### config.mk
export PLATFORM = sky130hd
export DESIGN_NAME = ast_uart_tx
export DESIGN_NICKNAME = d
export VERILOG_FILES = /design/src/verilog/ast_pkg.sv /design/src/verilog/ast_tx_if.sv /design/src/verilog/ast_tx_shifter.sv /design/src/verilog/ast_uart_tx.sv
export SDC_FILE = /design/constraint.sdc
export NUM_CORES = 1
export LEC_CHECK = 0
export BUFFER_PORTS_ARGS = -buffer_cell sky130_fd_sc_hd__clkbuf_2
export CORE_MARGIN = 5
export CORE_UTILIZATION = 44
export DETAILED_ROUTE_END_ITERATION = 8
export PLACE_DENSITY = 0.77
export SLEW_MARGIN = 20
export SYNTH_ARGS = -nofsm -noshare
export SYNTH_HDL_FRONTEND = slang
export SYNTH_SLANG_ARGS = --single-unit
### constraint.sdc
create_clock -name aclk -period 1.5 [get_ports aclk]
set_input_delay 0.15 -clock aclk [delete_from_list [all_inputs] [get_ports aclk]]
set_output_delay 0.15 -clock aclk [all_outputs]
set_load 0.005 [all_outputs]
### src/verilog/ast_pkg.sv
`default_nettype none
// ---------------------------------------------------------------
// Shared constants of the asynchronous serial transmitter.
// ---------------------------------------------------------------
package ast_pkg;
   // Register byte addresses on the AXI4-Lite slave.
   localparam logic [31:0] AST_ADDR_CTRL   = 32'h0000_0000;
   localparam logic [31:0] AST_ADDR_STATUS = 32'h0000_0004;
   localparam logic [31:0] AST_ADDR_DATA   = 32'h0000_0008;

   // Control register field positions.
   localparam int AST_CTRL_TX_EN   = 0;
   localparam int AST_CTRL_PORT_EN = 1;
   localparam int AST_CTRL_CLOCKED = 2;
   localparam int AST_CTRL_NINE_EN = 3;
   localparam int AST_CTRL_INVERT  = 4;
   localparam int AST_CTRL_IRQ_EN  = 5;
   localparam int AST_CTRL_NINTH   = 6;

   // Status register field positions.
   localparam int AST_STAT_BUF_EMPTY   = 0;
   localparam int AST_STAT_SHIFT_EMPTY = 1;
   localparam int AST_STAT_IRQ_REQ     = 2;

   // Reset values.
   localparam logic [6:0]  AST_CTRL_RESET = 7'h00;
   localparam logic [8:0]  AST_DATA_RESET = 9'h000;
   localparam logic [31:0] AST_ZERO_WORD  = 32'h0000_0000;

   // Character widths.
   localparam int          AST_CHAR_W  = 9;
   localparam logic [3:0]  AST_BITS_8  = 4'h8;
   localparam logic [3:0]  AST_BITS_9  = 4'h9;

   // AXI response codes.
   localparam logic [1:0] AST_RESP_OKAY   = 2'h0;
   localparam logic [1:0] AST_RESP_SLVERR = 2'h2;

   // Frame states, Gray coded along the usual path from idle up to stop.
   typedef enum logic [2:0] {
      AST_ST_IDLE  = 3'h0,
      AST_ST_ALIGN = 3'h1,
      AST_ST_START = 3'h3,
      AST_ST_DATA  = 3'h2,
      AST_ST_STOP  = 3'h6
   } ast_state_e;
endpackage
`default_nettype wire

### src/verilog/ast_tx_if.sv
`timescale 1ns/1ps
`default_nettype none
// ---------------------------------------------------------------
// Link between the register side and the frame shifter.
// ---------------------------------------------------------------
interface ast_tx_if;
   import ast_pkg::*;
   logic                  load_valid;
   logic                  load_ready;
   logic [AST_CHAR_W-1:0] load_data;
   logic                  nine_bit;
   logic                  abort;
   logic                  busy;
   logic                  line;

   modport ctl (output load_valid, output load_data, output nine_bit,
                output abort, input load_ready, input busy, input line);
   modport shf (input load_valid, input load_data, input nine_bit,
                input abort, output load_ready, output busy, output line);
endinterface
`default_nettype wire

### src/verilog/ast_tx_shifter.sv
`timescale 1ns/1ps
`default_nettype none
// ---------------------------------------------------------------
// Frame shifter: start bit, data LSb first, one stop bit.
// ---------------------------------------------------------------
module ast_tx_shifter
   import ast_pkg::*;
(
   input  wire logic aclk,
   input  wire logic aresetn,
   input  wire logic baud_tick,
   ast_tx_if.shf     sif
);
   ast_state_e            state_ff;
   logic [AST_CHAR_W-1:0] shift_ff;
   logic [3:0]            count_ff;
   logic [3:0]            nbits_ff;
   logic                  line_ff;

   // Only an idle shifter takes a new character.
   assign sif.load_ready = (state_ff == AST_ST_IDLE) && !sif.abort;
   assign sif.busy       = (state_ff != AST_ST_IDLE);
   assign sif.line       = line_ff;

   // Sequencer; every bit changes only on a baud tick.
   always_ff @(posedge aclk) begin
      if (!aresetn || sif.abort) begin
         state_ff <= AST_ST_IDLE;
         shift_ff <= AST_DATA_RESET;
         count_ff <= 4'h0;
         nbits_ff <= AST_BITS_8;
         line_ff  <= 1'b1;
      end else begin
         case (state_ff)
            AST_ST_IDLE: begin
               line_ff <= 1'b1;
               if (sif.load_valid) begin
                  shift_ff <= sif.load_data;
                  nbits_ff <= sif.nine_bit ? AST_BITS_9 : AST_BITS_8;
                  count_ff <= 4'h0;
                  state_ff <= AST_ST_ALIGN;
               end
            end
            AST_ST_ALIGN: begin
               // Start on a tick so the start bit lasts a full period.
               if (baud_tick) begin
                  line_ff  <= 1'b0;
                  state_ff <= AST_ST_START;
               end
            end
            AST_ST_START: begin
               if (baud_tick) begin
                  line_ff  <= shift_ff[0];
                  shift_ff <= {1'b0, shift_ff[AST_CHAR_W-1:1]};
                  count_ff <= 4'h1;
                  state_ff <= AST_ST_DATA;
               end
            end
            AST_ST_DATA: begin
               if (baud_tick) begin
                  if (count_ff == nbits_ff) begin
                     line_ff  <= 1'b1;
                     state_ff <= AST_ST_STOP;
                  end else begin
                     line_ff  <= shift_ff[0];
                     shift_ff <= {1'b0, shift_ff[AST_CHAR_W-1:1]};
                     count_ff <= count_ff + 4'h1;
                  end
               end
            end
            AST_ST_STOP: begin
               if (baud_tick) begin
                  state_ff <= AST_ST_IDLE;
               end
            end
            default: begin
               state_ff <= AST_ST_IDLE;
               line_ff  <= 1'b1;
            end
         endcase
      end
   end
endmodule // ast_tx_shifter
`default_nettype wire

### src/verilog/ast_uart_tx.sv
`timescale 1ns/1ps
`default_nettype none
// Functional notes
// - One start, 8 or 9 data, stop bit.
// - Idle and stop are mark, start space.
// - Data bits leave least significant first.
// - Each bit lasts exactly one baud period.
// - No hardware parity; ninth bit carries it.
// - Active only when enabled, asynchronous, port on.
// - Port and transmit enable make the pin a driven output.
// - Disabled transmitter releases pin to general use.
// - Enabling sets buffer-empty flag at once.
// - Write to idle shifter starts frame immediately.
// - Queued character moves one cycle after stop.
// - Polarity resets normal; one inverts output.
// - Inversion applies only in asynchronous mode.
// - Flag set unless shifter busy and queued.
// - Flag settles second cycle after buffer write.
// - Flag is read-only to software.
// - Flag independent of enable; request needs both.
// - Shift-empty clears on load, sets when done.
// - Shift-empty status drives no interrupt.
// - Nine-bit mode sends ninth bit last.
// - Ninth bit written first, moved with byte.

// ---------------------------------------------------------------
// Asynchronous serial transmitter with an AXI4-Lite register port.
// ---------------------------------------------------------------
module ast_uart_tx
   import ast_pkg::*;
(
   input  wire logic        aclk,
   input  wire logic        aresetn,
   input  wire logic [31:0] s_axi_awaddr,
   input  wire logic [2:0]  s_axi_awprot,
   input  wire logic        s_axi_awvalid,
   output logic             s_axi_awready,
   input  wire logic [31:0] s_axi_wdata,
   input  wire logic [3:0]  s_axi_wstrb,
   input  wire logic        s_axi_wvalid,
   output logic             s_axi_wready,
   output logic [1:0]       s_axi_bresp,
   output logic             s_axi_bvalid,
   input  wire logic        s_axi_bready,
   input  wire logic [31:0] s_axi_araddr,
   input  wire logic [2:0]  s_axi_arprot,
   input  wire logic        s_axi_arvalid,
   output logic             s_axi_arready,
   output logic [31:0]      s_axi_rdata,
   output logic [1:0]       s_axi_rresp,
   output logic             s_axi_rvalid,
   input  wire logic        s_axi_rready,
   input  wire logic        baud_tick,
   input  wire logic        gpio_out,
   input  wire logic        gpio_oe,
   output logic             transmit_pin_o,
   output logic             transmit_pin_oe,
   output logic             tx_irq_req
);

   // ---------------------------------------------------------------
   // Declarations
   // ---------------------------------------------------------------
   ast_tx_if sif ();

   logic                  aw_held_ff;
   logic [31:0]           aw_addr_ff;
   logic                  w_held_ff;
   logic [31:0]           w_data_ff;
   logic [3:0]            w_strb_ff;
   logic                  bvalid_ff;
   logic [1:0]            bresp_ff;
   logic                  rvalid_ff;
   logic [31:0]           rdata_ff;
   logic [1:0]            rresp_ff;

   logic                  transmit_enable_ff;
   logic                  port_enable_ff;
   logic                  clocked_mode_ff;
   logic                  ninth_bit_enable_ff;
   logic                  tx_polarity_invert_ff;
   logic                  tx_irq_enable_ff;
   logic                  ninth_data_bit_ff;

   logic                  hold_full_ff;
   logic [AST_CHAR_W-1:0] hold_data_ff;
   logic                  empty_seen_ff;
   logic                  pin_ff;
   logic                  pin_oe_ff;

   logic                  do_write;
   logic                  wr_ctrl;
   logic                  wr_data;
   logic                  wr_mapped;
   logic                  rd_take;
   logic                  async_active;
   logic                  pin_owned;
   logic                  load_fire;
   logic                  tx_buffer_empty_flag;
   logic                  shift_empty_status;
   logic [31:0]           nxt_rdata;
   logic [1:0]            nxt_rresp;

   // ---------------------------------------------------------------
   // AXI4-Lite write channels
   // ---------------------------------------------------------------

   // Address and data are taken in either order; a new pair is
   // refused until the previous response has been accepted.
   assign s_axi_awready = !aw_held_ff && !bvalid_ff;
   assign s_axi_wready  = !w_held_ff && !bvalid_ff;
   assign s_axi_bvalid  = bvalid_ff;
   assign s_axi_bresp   = bresp_ff;

   // The write is carried out once both halves are held.
   assign do_write  = aw_held_ff && w_held_ff && !bvalid_ff;
   assign wr_mapped = (aw_addr_ff == AST_ADDR_CTRL)
                   || (aw_addr_ff == AST_ADDR_STATUS)
                   || (aw_addr_ff == AST_ADDR_DATA);
   assign wr_ctrl   = do_write && (aw_addr_ff == AST_ADDR_CTRL)
                   && w_strb_ff[0];
   assign wr_data   = do_write && (aw_addr_ff == AST_ADDR_DATA)
                   && w_strb_ff[0];

   // Write address capture.
   always_ff @(posedge aclk) begin
      if (!aresetn) begin
         aw_held_ff <= 1'b0;
         aw_addr_ff <= AST_ZERO_WORD;
      end else if (s_axi_awvalid && s_axi_awready) begin
         aw_held_ff <= 1'b1;
         aw_addr_ff <= s_axi_awaddr;
      end else if (do_write) begin
         aw_held_ff <= 1'b0;
      end
   end

   // Write data capture.
   always_ff @(posedge aclk) begin
      if (!aresetn) begin
         w_held_ff <= 1'b0;
         w_data_ff <= AST_ZERO_WORD;
         w_strb_ff <= 4'h0;
      end else if (s_axi_wvalid && s_axi_wready) begin
         w_held_ff <= 1'b1;
         w_data_ff <= s_axi_wdata;
         w_strb_ff <= s_axi_wstrb;
      end else if (do_write) begin
         w_held_ff <= 1'b0;
      end
   end

   // Write response; the status register simply ignores writes.
   always_ff @(posedge aclk) begin
      if (!aresetn) begin
         bvalid_ff <= 1'b0;
         bresp_ff  <= AST_RESP_OKAY;
      end else if (do_write) begin
         bvalid_ff <= 1'b1;
         bresp_ff  <= wr_mapped ? AST_RESP_OKAY : AST_RESP_SLVERR;
      end else if (s_axi_bready) begin
         bvalid_ff <= 1'b0;
      end
   end

   // ---------------------------------------------------------------
   // AXI4-Lite read channels
   // ---------------------------------------------------------------
   assign s_axi_arready = !rvalid_ff;
   assign s_axi_rvalid  = rvalid_ff;
   assign s_axi_rdata   = rdata_ff;
   assign s_axi_rresp   = rresp_ff;
   assign rd_take       = s_axi_arvalid && s_axi_arready;

   // Read multiplexer; the holding buffer itself reads as zero.
   always_comb begin
      nxt_rdata = AST_ZERO_WORD;
      nxt_rresp = AST_RESP_OKAY;
      case (s_axi_araddr)
         AST_ADDR_CTRL: begin
            nxt_rdata[AST_CTRL_TX_EN]   = transmit_enable_ff;
            nxt_rdata[AST_CTRL_PORT_EN] = port_enable_ff;
            nxt_rdata[AST_CTRL_CLOCKED] = clocked_mode_ff;
            nxt_rdata[AST_CTRL_NINE_EN] = ninth_bit_enable_ff;
            nxt_rdata[AST_CTRL_INVERT]  = tx_polarity_invert_ff;
            nxt_rdata[AST_CTRL_IRQ_EN]  = tx_irq_enable_ff;
            nxt_rdata[AST_CTRL_NINTH]   = ninth_data_bit_ff;
         end
         AST_ADDR_STATUS: begin
            nxt_rdata[AST_STAT_BUF_EMPTY]   = tx_buffer_empty_flag;
            nxt_rdata[AST_STAT_SHIFT_EMPTY] = shift_empty_status;
            nxt_rdata[AST_STAT_IRQ_REQ]     = tx_irq_req;
         end
         AST_ADDR_DATA: begin
            nxt_rdata = AST_ZERO_WORD;
         end
         default: begin
            nxt_rresp = AST_RESP_SLVERR;
         end
      endcase
   end

   // Read data register, held until the master accepts it.
   always_ff @(posedge aclk) begin
      if (!aresetn) begin
         rvalid_ff <= 1'b0;
         rdata_ff  <= AST_ZERO_WORD;
         rresp_ff  <= AST_RESP_OKAY;
      end else if (rd_take) begin
         rvalid_ff <= 1'b1;
         rdata_ff  <= nxt_rdata;
         rresp_ff  <= nxt_rresp;
      end else if (s_axi_rready) begin
         rvalid_ff <= 1'b0;
      end
   end

   // ---------------------------------------------------------------
   // Control register
   // ---------------------------------------------------------------

   // All fields sit in byte lane 0; the flag bits are not stored
   // here, so no software write can touch them.
   always_ff @(posedge aclk) begin
      if (!aresetn) begin
         transmit_enable_ff    <= AST_CTRL_RESET[AST_CTRL_TX_EN];
         port_enable_ff        <= AST_CTRL_RESET[AST_CTRL_PORT_EN];
         clocked_mode_ff       <= AST_CTRL_RESET[AST_CTRL_CLOCKED];
         ninth_bit_enable_ff   <= AST_CTRL_RESET[AST_CTRL_NINE_EN];
         tx_polarity_invert_ff <= AST_CTRL_RESET[AST_CTRL_INVERT];
         tx_irq_enable_ff      <= AST_CTRL_RESET[AST_CTRL_IRQ_EN];
         ninth_data_bit_ff     <= AST_CTRL_RESET[AST_CTRL_NINTH];
      end else if (wr_ctrl) begin
         transmit_enable_ff    <= w_data_ff[AST_CTRL_TX_EN];
         port_enable_ff        <= w_data_ff[AST_CTRL_PORT_EN];
         clocked_mode_ff       <= w_data_ff[AST_CTRL_CLOCKED];
         ninth_bit_enable_ff   <= w_data_ff[AST_CTRL_NINE_EN];
         tx_polarity_invert_ff <= w_data_ff[AST_CTRL_INVERT];
         tx_irq_enable_ff      <= w_data_ff[AST_CTRL_IRQ_EN];
         ninth_data_bit_ff     <= w_data_ff[AST_CTRL_NINTH];
      end
   end

   // Asynchronous transmission needs all three conditions.
   assign async_active = transmit_enable_ff && !clocked_mode_ff
                      && port_enable_ff;

   // ---------------------------------------------------------------
   // Holding buffer
   // ---------------------------------------------------------------

   // Hand the queued character to the shifter as soon as it is idle,
   // which is the cycle after a write or after the stop bit ends.
   assign sif.load_valid = hold_full_ff && async_active;
   assign sif.load_data  = hold_data_ff;
   assign sif.nine_bit   = ninth_bit_enable_ff;
   assign sif.abort      = !async_active;
   assign load_fire      = sif.load_valid && sif.load_ready;

   // Occupancy; a write in the load cycle queues the new character,
   // so the write wins over the clear. Writes while inactive are lost.
   always_ff @(posedge aclk) begin
      if (!aresetn) begin
         hold_full_ff <= 1'b0;
      end else if (!async_active) begin
         hold_full_ff <= 1'b0;
      end else if (wr_data) begin
         hold_full_ff <= 1'b1;
      end else if (load_fire) begin
         hold_full_ff <= 1'b0;
      end
   end

   // The ninth bit is taken with the byte, so it must already be set;
   // parity, if any, is whatever software put there.
   always_ff @(posedge aclk) begin
      if (!aresetn) begin
         hold_data_ff <= AST_DATA_RESET;
      end else if (wr_data && async_active) begin
         hold_data_ff <= {ninth_data_bit_ff, w_data_ff[7:0]};
      end
   end

   // ---------------------------------------------------------------
   // Status flags
   // ---------------------------------------------------------------

   // Occupancy seen one edge late, so the flag moves in the second
   // cycle after a write. A character leaving in the same cycle
   // keeps the flag high, avoiding a false one-cycle dip.
   always_ff @(posedge aclk) begin
      if (!aresetn) begin
         empty_seen_ff <= 1'b1;
      end else begin
         empty_seen_ff <= !(hold_full_ff && !load_fire);
      end
   end

   // Enabling shows the flag at once because the buffer is empty
   // then; the flag ignores the interrupt enable.
   assign tx_buffer_empty_flag = async_active && empty_seen_ff;

   // Interrupt request needs the flag and its enable.
   assign tx_irq_req = tx_buffer_empty_flag && tx_irq_enable_ff;

   // Shift-empty is polled only and feeds no request.
   assign shift_empty_status = !sif.busy;

   // ---------------------------------------------------------------
   // Transmit pin
   // ---------------------------------------------------------------

   // The unit owns the pin while port and transmitter are enabled,
   // overriding the pin direction; otherwise the general purpose
   // levels pass through.
   assign pin_owned = port_enable_ff && transmit_enable_ff;

   // Registered pin drive; inversion only outside clocked mode.
   always_ff @(posedge aclk) begin
      if (!aresetn) begin
         pin_ff    <= 1'b0;
         pin_oe_ff <= 1'b0;
      end else if (pin_owned) begin
         pin_ff    <= sif.line ^ (tx_polarity_invert_ff
                                  && !clocked_mode_ff);
         pin_oe_ff <= 1'b1;
      end else begin
         pin_ff    <= gpio_out;
         pin_oe_ff <= gpio_oe;
      end
   end

   assign transmit_pin_o  = pin_ff;
   assign transmit_pin_oe = pin_oe_ff;

   // ---------------------------------------------------------------
   // Frame shifter
   // ---------------------------------------------------------------

   // Bits advance only on the one-cycle baud tick.
   ast_tx_shifter u_shifter (
      .aclk      (aclk),
      .aresetn   (aresetn),
      .baud_tick (baud_tick),
      .sif       (sif.shf)
   );

endmodule // ast_uart_tx
`default_nettype wire

* Word-level counts from Yosys, hierarchy flattened
Index checks and enable logic that the tools add are counted.
Widths: inputs -> output; s select.
** Word-level totals
- Register bits after elaboration :: 97
- Input bits :: 116
- Output and inout bits :: 44
** Operators by class
- Bitwise logic cells :: 2
- Reductions and logical operators :: 51
- Add/subtract/negate cells :: 1
- Equality and inequality tests :: 16
- Multiplexer cells :: 38
** Operators with widths (number)
- $eq 32x3->1 const B :: 2
- $eq 32x4->1 const B :: 2
- $logic_not 32->1 :: 2
- $mux 9 :: 4
- $pmux 9 s3 :: 1
- $logic_and 1x1->1 :: 22
- $mux 4 :: 5
- $mux 3 :: 6
- $mux 1 :: 16
- $pmux 3 s5 :: 1
- $ne 2x2->1 const B :: 6
- $pmux 4 s3 :: 1
- $logic_not 1->1 :: 10
- $reduce_bool 2->1 :: 5
- $eq 3x2->1 const B :: 2
- $pmux 3 s2 :: 1
- $reduce_and 6->1 :: 1
- $reduce_bool 3->1 :: 2
- $reduce_and 5->1 :: 1
- $add 4x1->4 const B :: 1
- $eq 4x4->1 :: 1
- $mux 2 :: 2
- $pmux 1 s4 :: 1
- $reduce_and 2->1 :: 2
- other kinds (9) :: 11

* Logic depth before layout (Yosys ltp)
Gate-level depths: netlist of run 1.
- Depth after elaboration :: 8
- Depth in mapped cells :: 6
- Mapped depth without buffers :: 4

* By module
Synthesis of run 1 repeated with hierarchy kept, for this count alone.
** Unflattened totals
- Cell total of the unflattened synthesis :: 496
- Area total of the unflattened synthesis :: 4056.4 µm²
** By module, submodules not included
- ast_uart_tx :: area each 3116.7 µm², instances 1, cells an instance 381
- ast_tx_shifter :: area each 939.7 µm², instances 1, cells an instance 115

* Worst setup path before layout of run 1
No wires, ideal clock.
- Path kind :: register to register
- From :: reg aw_addr_ff[6]
- To :: reg clocked_mode_ff
- Data required time :: 1.428 ns
- Data arrival time :: 1.518 ns
- Buffers on the path :: 0
- Cell stages (with the launch flop) :: 5
- Setup time :: 0.072 ns
- Slack :: -0.090 ns
- Path through :: dfxtp_1 -> nor4_2 -> nand4_2 -> nor4_4 -> mux2i_1
** Between the ends
- Longest elaborated chain between the ends :: 3
** Ends and longest elaborated chain
- from (decl) :: line ast_uart_tx.sv:67 : logic [31:0] aw_addr_ff;
- from (signal assigned) :: line ast_uart_tx.sv:132 : aw_addr_ff <= s_axi_awaddr;
- $logic_not 32->1 :: line ast_uart_tx.sv:120 : assign wr_ctrl = do_write && (aw_addr_ff == AST_ADDR_CTRL)
- $logic_and 1x1->1 :: line ast_uart_tx.sv:120
- $logic_and 1x1->1 :: line ast_uart_tx.sv:121 : && w_strb_ff[0];
- to (signal assigned) :: line ast_uart_tx.sv:228 : clocked_mode_ff <= AST_CTRL_RESET[AST_CTRL_CLOCKED];
- to (signal assigned) :: line ast_uart_tx.sv:236 : clocked_mode_ff <= w_data_ff[AST_CTRL_CLOCKED];
- to (decl) :: line ast_uart_tx.sv:79 : logic clocked_mode_ff;
No other way between the ends.
A chain may end at the register's enable or synchronous reset.

* Worst setup path after layout of run 1
- From :: reg u_shifter.count_ff[1]
- To :: reg u_shifter.shift_ff[3]
** Between the ends
- Longest elaborated chain between the ends :: 3
** Ends and longest elaborated chain
- from (decl) :: line ast_tx_shifter.sv:16 : logic [3:0] count_ff;
- from (signal assigned) :: line ast_tx_shifter.sv:67 : count_ff <= count_ff + 4'h1;
- $eq 4x4->1 :: line ast_tx_shifter.sv:61 : if (count_ff == nbits_ff) begin
- $ne 2x2->1 (no source line)
- $reduce_and 5->1 (no source line)
- to (signal assigned) :: line ast_tx_shifter.sv:38 : shift_ff <= sif.load_data;
- to (signal assigned) :: line ast_tx_shifter.sv:54 : shift_ff <= {1'b0, shift_ff[AST_CHAR_W-1:1]};
- to (signal assigned) :: line ast_tx_shifter.sv:66 : shift_ff <= {1'b0, shift_ff[AST_CHAR_W-1:1]};
- to (decl) :: line ast_tx_shifter.sv:15 : logic [AST_CHAR_W-1:0] shift_ff;
No other way between the ends.

==> results of run 1 <==
## what timing repair did
item,CTS,global route
hold buffers,14,2
resized for setup,43,30
cloned,3,0
setup endpoints to repair,30,33
pin swaps,10,13
hold endpoints to repair,14,2
setup buffers,3,3
## per-layer routing
layer,global-route usage [%],up-vias
li1,-,1872
met1,22.7,1796
met2,32.8,127
met3,5.50,17
met4,4.38,0
met5,0,-
## cell usage after synthesis (all sizes together) (2+ instances only)
cell       n  area share (%)
and3b      2            0.44
nor4      19             4.4
nand2b     5            0.78
mux2i     24             6.0
nand2    116              11
a21oi     53             6.6
and2       3            0.47
or2        3            0.47
a22o       3            0.66
and3       3            0.47
a2111oi    2            0.44
o21ai     11             1.4
nand4      3            0.63
inv        8            0.75
a31oi      3            0.47
dfxtp     92              46
buf       34             5.9
a311oi     2            0.44
nand3      9             1.1
nor3      11             1.4
a32o       4             1.0
a211oi    11             2.1
nor2      10            0.94
nor2b      3            0.47
mux2       2            0.56
clkbuf    17             1.6
## metrics by stage
stage          hold slack, ps  setup slack, ps  std cells
2_1_floorplan             249            -30.1        493
3_5_place_dp              344             -196        684
6_report                 9.67             -171        725
3_3_place_gp              336            -88.4        684
5_1_grt                  2.21             -229        725
4_1_cts                 0.148             -119        720
## registers in the layout, summed over array words and instances, names as in the netlist, 3 cells and up
register / cells
aw_addr_ff: 32
hold_data_ff: 9
s_axi_rdata: 7
u_shifter.count_ff: 4
u_shifter.shift_ff: 9
u_shifter.state_ff: 3
w_data_ff: 8
## power by group through the flow
stage | logic (W) | registers, W | clock network [W]
after CTS | 0.000575 | 0.00259 | 0.00169
after global placement | 0.000499 | 0.00264 | 0
after global routing | 0.000658 | 0.00260 | 0.00180
after floorplan | 0.000329 | 0.00263 | 0
after detailed placement | 0.000515 | 0.00264 | 0
final | 0.000590 | 0.00259 | 0.00165
## tightest hold or removal path, delay by kind of cell
kind	cells	cell delay, ps
AOI/OAI and AO/OA	1	50
buffers and inverters	1	80
and+or+nand+nor	1	40
## cell families (layout without fill, tap and decap cells)
kind of cell	Yosys count	count (layout)	share of synthesized area, %
flops	92	92	46.2
xor+xnor	2	2	0.439
mux	26	26	6.59
buf+inv	59	181	8.22
fa+ha+maj	1	1	0.314
compound gates	94	95	14.7
other cells	1	27	0.0940
simple gates	192	193	23.5
## layout make-up
type / count / area (sq um)
Timing Repair Buffer: 157 / 1030
Tap cell: 108 / 135
Clock inverter: 7 / 75.1
Sequential cell: 92 / 1860
Inverter: 8 / 30.0
Multi-Input combinational cell: 344 / 2250
Fill cell: 716 / 3270
Clock buffer: 9 / 124
## worst max-delay path by stage
stage | slack [ps] | endpoint | startpoint
floorplan | -30 | clocked_mode_ff | aw_addr_ff[30]
CTS | -120 | hold_data_ff[4] | aw_addr_ff[21]
detailed placement | -200 | hold_data_ff[4] | aw_addr_ff[17]
global placement | -90 | hold_data_ff[4] | aw_addr_ff[17]
global route | -230 | hold_data_ff[0] | aw_addr_ff[30]
finish | -170 | u_shifter.shift_ff[3] | u_shifter.count_ff[1]
==> qor.csv, run 1 <==
metric;value;unit
status;complete, but fails checks;
violations in the final reports;setup timing;
Root Buffer;clkbuf_8;
die area;11100;sq um
CP required;1790;ps
min Tclk post-route;1670;ps
worst-case clock buffer depth;2;
Gate power share;12.2;%
routed wire length;11000;um
GP Congestion;0.815;
CP startpoint kind;flip-flop;
pwr dens;879;nW/um^2
commonest non-fill, non-tap cells in the layout;nand2_1, clkbuf_2, dfxtp_1;
sequential power share;53.7;%
Max-Cap Viols;0;
DR top layer;met4;
htree depth;3;
number of flops mapped to enable cells by yosys;0;
grt total ovfl;0;
GRT Util Overall;18.8;%
switching pwr;0.00125;W
clock skew;14.1;ps
Final Hold Fails;0;
reg2reg start;u_shifter.count_ff[1];
Reg2Reg Depth;4;
initial core utilization;45.5;%
metal3 WL;661;um
Hold Path End;aw_addr_ff[7];
I/O pin count;160;
Core Rows;34;
ANT cells;0;
Syn Std Cell Area;3990;sq um
CP max FO;4;
async set or reset register ratio after synthesis;0;%
Clk network pwr share;34.1;%
First DRT Iteration DRCs;162;
hold crit path type;in2reg;
Max Fclk;598;MHz
Hold Path Stages;3;
most common cell after layout, fill and taps aside;nand2_1;
switching part of the total;25.9;%
NumNets Final;729;
routed vias/inst;5.26;
syn_area_per_cell;8.54;sq um
crit path DAT;1960;ps
final setup vio count;31;
critical path class;reg2reg;
core area;8760;sq um
top_reg_cell synth;dfxtp_1;
WL met1;4350;um
Seq/Total Area, Yosys;46.2;%
Clk pin slew, worst setup/hold paths;100;ps
worst skew pair latency;360;ps
port bufs;99;
layout cells sized above 1;35.7;%
Unique masters post-synth;46;
Syn-to-layout area delta;37.8;%
CTS sink count;92;
CP max stage delay;440;ps
VDD IR max;0.000779;V
largest net degree at the start of global routing;47;
initial antenna violation count;0;
Worst Path Buf+Inv;0;
first-pass GRT wire length;17300;um
fin util;62.7;%
R2R setup slack;-170;ps
CP Cell Sequence;or3b_4, o311ai_4, nand2_2, a211oi_2;
setup_tns;-3140;ps
Post-DP HPWL;7610;um
dpl cell area;4720;sq um
# DRC;0;
CTS buffer count;9;
DRT Pass-1 Iters;5;
fin area;5500;sq um
Antenna Nets Post-Route;0;
WP depth;4;
CP delay by family, top;simple AND/OR/NAND/NOR gates;
#FFs+latches synth;92;
number of global-route vias before repair;3679;
Reg2Reg Capture Point;u_shifter.shift_ff[3];
Yosys Warn Count;0;
RSZ-0062 raised after global routing;true;
wire length on met2;5870;um
max-slew violation count;0;
hold_sp;s_axi_awaddr[7];
DR vias;3812;
Critical Path Sink Type;flip-flop;
worst setup margin;-171;ps
Internal Power;0.00358;W
Final Power;0.00483;W
die width;105;um
CTS tree;built;
Slowest-stage cell, CP;or3b_4;
crit share post-route;111;%
Routed WL per cell;15.2;um
leak pwr;2.26;nW
Die H;105;um
cells after synthesis;467;
Power figures use the tool's default switching activity.
==> run 2, diff against run 1 <==
--- a/config.mk
+++ b/config.mk
@@ -9,7 +9,7 @@
 export CORE_MARGIN = 5
 export CORE_UTILIZATION = 44
 export DETAILED_ROUTE_END_ITERATION = 8
-export PLACE_DENSITY = 0.77
+export PLACE_DENSITY = 0.85
 export SLEW_MARGIN = 20
 export SYNTH_ARGS = -nofsm -noshare
 export SYNTH_HDL_FRONTEND = slang
==> run 2 against run 1 <==
The run still ends with setup timing left. Combinational power increased by 14%. Non-clock buffer count is 18 higher. Clock power barely moved. Clock skew down 3.7 ps. Final area grew 3.2%. Maximum frequency is 1.2% lower. Sequential cell count is the same. Critical endpoint is now transmit_enable_ff. Largest power group unchanged. Highest routed layer unchanged.
==> qor.csv, run 2 (synthesis results as in run 1) <==
metric;value;unit;change
GP Congestion;0.789;;-3.2%
Antenna Nets Post-Route;0;;unchanged
layout cells sized above 1;35.7;%;+0.047 points
Routed WL per cell;16.5;um;+8.6%
worst setup margin;-191;ps;-20.1 ps
biggest regs;aw_addr_ff: 32 flops, hold_data_ff: 9 flops, u_shifter.shift_ff: 9 flops;;
Max Fclk;591;MHz;-1.2%
initial antenna violation count;0;;unchanged
min Tclk post-route;1690;ps;+20.1 ps
Clk pin slew, worst setup/hold paths;90;ps;about the same
Die H;105;um;unchanged
die area;11100;sq um;unchanged
crit share post-route;113;%;+1.3 points
GRT Util Overall;21.1;%;+2.3 points
DRT Pass-1 Iters;4;;-1
clock skew;10.3;ps;-3.72 ps
Max-Cap Viols;0;;unchanged
CP max FO;7;;+3
crit path DAT;1970;ps;about the same
CP startpoint kind;flip-flop;;
routed vias/inst;5.31;;+0.95%
Fillers;642;;-10%
CP required;1780;ps;about the same
Final Power;0.00495;W;+2.5%
core area;8760;sq um;unchanged
Largest Register;aw_addr_ff;;
CTS sink count;92;;unchanged
grt total ovfl;0;;unchanged
number of global-route vias before repair;4114;;+12%
die width;105;um;unchanged
pwr dens;873;nW/um^2;-0.67%
# DRC;0;;unchanged
Reg2Reg Capture Point;transmit_enable_ff;;
routed wire length;12200;um;+11%
First DRT Iteration DRCs;150;;-7.4%
Critical Path Sink Type;flip-flop;;
initial core utilization;45.5;%;unchanged
number of flip-flops in the largest register;32;;unchanged
max-slew violation count;0;;unchanged
status;complete, but fails checks;;
CTS buffer count;9;;unchanged
leak pwr;2.34;nW;+3.6%
largest net degree at the start of global routing;48;;+2.1%
VDD IR max;0.000766;V;-1.7%
first-pass GRT wire length;19200;um;+11%
dpl cell area;4710;sq um;-0.32%
reg2reg start;aw_addr_ff[21];;
Core Rows;34;;unchanged
Setup crit start;aw_addr_ff[21];;
DP Worst Slack;-177;ps;+18.9 ps
hold crit path type;in2reg;;
ANT cells;0;;unchanged
Root Buffer;clkbuf_8;;
final setup vio count;31;;unchanged
critical path class;reg2reg;;
htree depth;3;;unchanged
most common cell after layout, fill and taps aside;nand2_1;;
Worst setup endpoint;transmit_enable_ff;;
Post-DP HPWL;7830;um;+2.9%
R2R setup slack;-190;ps;-20 ps
DR vias;3933;;+3.2%
CTS tree;built;;
Reg2Reg Depth;6;;+2
RSZ-0062 raised after global routing;true;;
port bufs;99;;unchanged
fin area;5670;sq um;+3.2%
Syn-to-layout area delta;42.2;%;
worst skew pair latency;370;ps;about the same
worst-case clock buffer depth;2;;unchanged
Final Hold Fails;0;;unchanged
commonest non-fill, non-tap cells in the layout;nand2_1, clkbuf_2, dfxtp_1;;
setup_tns;-3450;ps;-311 ps
NumNets Final;746;;+2.3%
violations in the final reports;setup timing;;
I/O pin count;160;;unchanged
## run 2: cell count changes in the layout (fill, tap and decap cells not counted), sizes merged
cell         previous run  this run
o311a                   2         1
buf                    43        48
inv                     9         8
clkbuf                107       108
dlygate4sd3            16        29
clkinvlp                3         2
## run 2: layout make-up
| class | instances | area (sq um) | area share, % |
|---|---|---|---|
| repair buffers | 175 | 1230 | 21.7 |
| well taps | 108 | 135 | 2.38 |
| clock buffers | 10 | 138 | 2.43 |
| flip-flops and latches | 92 | 1850 | 32.7 |
| inverters | 8 | 30.0 | 0.529 |
| multi-input cells | 343 | 2220 | 39.1 |
| clock inverters | 5 | 62.6 | 1.10 |
## run 2: timing repair
item | 4_1_cts | 5_1_grt
resized for setup | 52 | 20
endpoints found under the setup margin | 30 | 34
buffers inserted | 7 | 7
hold endpoints to repair | 28 | 1
pin swaps | 11 | 16
hold buffers | 28 | 1
gates cloned | 2 | 0
## run 2: worst min path at each step
stage,startpoint,endpoint,slack [ps],cells past startpoint
6_report,s_axi_awaddr[22],aw_addr_ff[22],10,3
3_3_place_gp,s_axi_rready,s_axi_rvalid,340,2
2_1_floorplan,s_axi_rready,s_axi_rvalid,250,1
3_5_place_dp,s_axi_rready,s_axi_rvalid,340,2
4_1_cts,s_axi_wdata[6],w_data_ff[6],0.2,3
5_1_grt,s_axi_wdata[1],w_data_ff[1],10,3
## run 2: critical path: stages (launching register included)
cell,delay [ps]
dfxtp_2,350
nor4_4,280
nand3_2,170
buf_6,160
nor4_4,220
buf_6,190
mux2i_1,240
## run 2: where the power goes
part / internal [W] / switching [W]
Sequential: 0.00253 / 0.0000756
Clock: 0.000811 / 0.000866
Combinational: 0.000330 / 0.000339
Total: 0.00367 / 0.00128
## run 2: routing by layer
layer / track usage, % / up-vias / routed length [um]
met1: 22.4 / 1870 / 4390
met5: 0 / - / 0
met2: 38.7 / 122 / 6720
met3: 6.36 / 44 / 638
li1: - / 1897 / -
met4: 8.40 / 0 / 498
## run 2: through the flow
stage | utilization (%) | hold slack, ps | cells
after CTS | 62.8 | 0.218 | 734
after global placement | 53.7 | 341 | 682
after detailed placement | 53.7 | 343 | 682
after floorplan | - | 249 | 493
after global routing | 64.7 | 10.7 | 741
final | 64.7 | 10.0 | 741
==> run 3, diff against run 2 <==
--- a/config.mk
+++ b/config.mk
@@ -7,9 +7,10 @@
 export LEC_CHECK = 0
 export BUFFER_PORTS_ARGS = -buffer_cell sky130_fd_sc_hd__clkbuf_2
 export CORE_MARGIN = 5
-export CORE_UTILIZATION = 44
+export CORE_UTILIZATION = 50
+export CTS_CLUSTER_SIZE = 10
 export DETAILED_ROUTE_END_ITERATION = 8
-export PLACE_DENSITY = 0.85
+export PLACE_DENSITY = 0.9
 export SLEW_MARGIN = 20
 export SYNTH_ARGS = -nofsm -noshare
 export SYNTH_HDL_FRONTEND = slang
==> constraint.sdc (replaced) <==
create_clock -name aclk -period 2.1 [get_ports aclk]
set_input_delay 0.21 -clock aclk [delete_from_list [all_inputs] [get_ports aclk]]
set_output_delay 0.21 -clock aclk [all_outputs]
set_load 0.01 [all_outputs]
==> run 3 against run 2 <==
The run now ends clean. Maximum frequency fell by 6.2%. Worst setup slack better by 490 ps. Sequential power down 29%. Final area is 17% lower. Critical endpoint is now hold_data_ff[2].
==> qor.csv, run 3 (synthesis results as in run 1) <==
metric;value;unit;change
Routed WL per cell;14.3;um;-13%
layout cells sized above 1;24.9;%;-11 points
largest net degree at the start of global routing;48;;unchanged
routed wire length;9590;um;-22%
I/O pin count;160;;unchanged
Most common cell on crit path;nor4_2;;
first-pass GRT wire length;15800;um;-18%
GRT Util Overall;19.5;%;-1.6 points
worst setup margin;297;ps;+489 ps
grt total ovfl;0;;unchanged
reg2reg start;aw_addr_ff[14];;
CP max FO;9;;+2
leak pwr;1.94;nW;-17%
hold_buf cts;0;;-100%
CTS tree;built;;
Fillers;675;;+5.1%
CTS buffer count;9;;unchanged
pwr dens;714;nW/um^2;-18%
Syn-to-layout area delta;17.7;%;
worst-case clock buffer depth;2;;unchanged
core area;7770;sq um;-11%
Hold Path End;s_axi_rvalid;;
non-filler cells, final;669;;-9.7%
Hold Path Stages;2;;-1
ANT cells;0;;unchanged
final setup vio count;0;;-100%
clock skew;13.4;ps;+3.04 ps
GP Congestion;0.821;;+4.0%
number of global-route vias before repair;3501;;-15%
biggest regs;aw_addr_ff: 32 flops, hold_data_ff: 9 flops, u_shifter.shift_ff: 9 flops;;
status;completed;;
hold_sp;s_axi_rready;;
Min Hold Slack;20.6;ps;+10.6 ps
Reg2Reg Capture Point;hold_data_ff[2];;
max-slew violation count;0;;unchanged
Root Buffer;clkbuf_8;;
CP startpoint kind;flip-flop;;
Core Rows;32;;-5.9%
DR vias;3525;;-10%
commonest non-fill, non-tap cells in the layout;nand2_1, clkbuf_2, dfxtp_1;;
die area;9870;sq um;-11%
cell count after placement;653;;-4.3%
R2R setup slack;300;ps;+490 ps
register area;1840;sq um;-0.67%
Least-Margin Pin Slew;678;ps;
CTS sink count;92;;unchanged
die width;99.3;um;-5.6%
Clk pin slew, worst setup/hold paths;100;ps;about the same
port bufs;99;;unchanged
cts repair resizes;0;;-100%
worst skew pair latency;370;ps;about the same
htree depth;3;;unchanged
Final Hold Fails;0;;unchanged
Post-DP HPWL;7260;um;-7.3%
hold crit path type;in2reg;;
NumNets Final;679;;-9.0%
setup_tns;0;ps;+3450 ps
Reg2Reg Depth;5;;-1
critical path class;reg2reg;;
initial antenna violation count;0;;unchanged
Antenna Nets Post-Route;0;;unchanged
number of flip-flops in the largest register;32;;unchanged
crit path DAT;2080;ps;+110 ps
Die H;99.3;um;-5.6%
initial core utilization;51.4;%;+5.8 points
Critical Path Sink Type;flip-flop;;
DP Worst Slack;356;ps;+533 ps
min Tclk post-route;1800;ps;+111 ps
Max Fclk;555;MHz;-6.2%
CP Cell Sequence;nor4_2, nand4_2, nor4_2, buf_4, mux2i_1;;
Largest Register;aw_addr_ff;;
# DRC;0;;unchanged
most common cell after layout, fill and taps aside;nand2_1;;
max_slew headroom;54.4;%;
CP max stage delay;350;ps;about the same
VDD IR max;0.000553;V;-28%
Max-Cap Viols;0;;unchanged
RSZ-0062 raised after global routing;false;;
DRT Pass-1 Iters;4;;unchanged
First DRT Iteration DRCs;148;;-1.3%
post-CTS setup buffer count;0;;-7
crit share post-route;85.8;%;-27 points
Slowest-stage cell, CP;nor4_2;;
routed vias/inst;5.27;;-0.73%
CP required;2380;ps;+600 ps
multi-input logic area;1920;sq um;-13%
[run 3: cell count changes in the layout (fill, tap and decap cells not counted), moves of 5 or more]
cell | before | now
nor3_2 | 9 | 0
nor4_4 | 9 | 2
dfxtp_2 | 10 | 0
a211oi_1 | 3 | 11
dfxtp_1 | 82 | 92
a211oi_2 | 8 | 0
nor3_1 | 2 | 11
inv_6 | 0 | 5
nand3_1 | 4 | 9
buf_4 | 33 | 9
dlygate4sd3_1 | 29 | 0
buf_6 | 11 | 0
[run 3: final cells by class]
class                   count  area share, %
clock buffers               9           2.64
clock inverters             7           1.36
inverters                   8          0.640
multi-input cells         342           41.0
flip-flops and latches     92           39.2
well taps                 102           2.72
repair buffers            109           12.4
[run 3: worst max-delay path, delay by kind of cell, from the launching register on]
kind                   cells  cell delay (ps)
buffers and inverters      1              250
multiplexers               1              230
flip-flops                 1              330
AND/OR/NAND/NOR            3              900
[run 3: per-stage QoR]
stage	power, W	cell area [sq um]	util, %
after global routing	0.00351	4690	60.4
after floorplan	0.00213	4090	-
after global placement	0.00223	4510	58.0
after CTS	0.00337	4690	60.4
final	0.00335	4690	60.4
after detailed placement	0.00225	4510	58.0
[run 3: report_power, final]
group,internal [W],switching (W)
combinational,0.000147,0.000213
sequential,0.00181,0.0000437
clock,0.000462,0.000680
[run 3: layer usage]
layer,up-vias,GRT usage [%],share of wire [%]
li1,1762,-,-
met1,1629,22.7,40
met2,125,34.5,52
met3,9,6.10,7.7
met4,0,5.36,0.92
met5,-,0,0
[run 3: worst max path at each step]
stage                          startpoint               endpoint  cells past startpoint
floorplan                   aw_addr_ff[6]        clocked_mode_ff                      4
global placement    u_shifter.count_ff[3]  u_shifter.count_ff[1]                      4
detailed placement         aw_addr_ff[14]        hold_data_ff[3]                      5
CTS                        aw_addr_ff[14]        hold_data_ff[2]                      5
global route               aw_addr_ff[14]        hold_data_ff[2]                      5
finish                     aw_addr_ff[14]        hold_data_ff[2]                      5
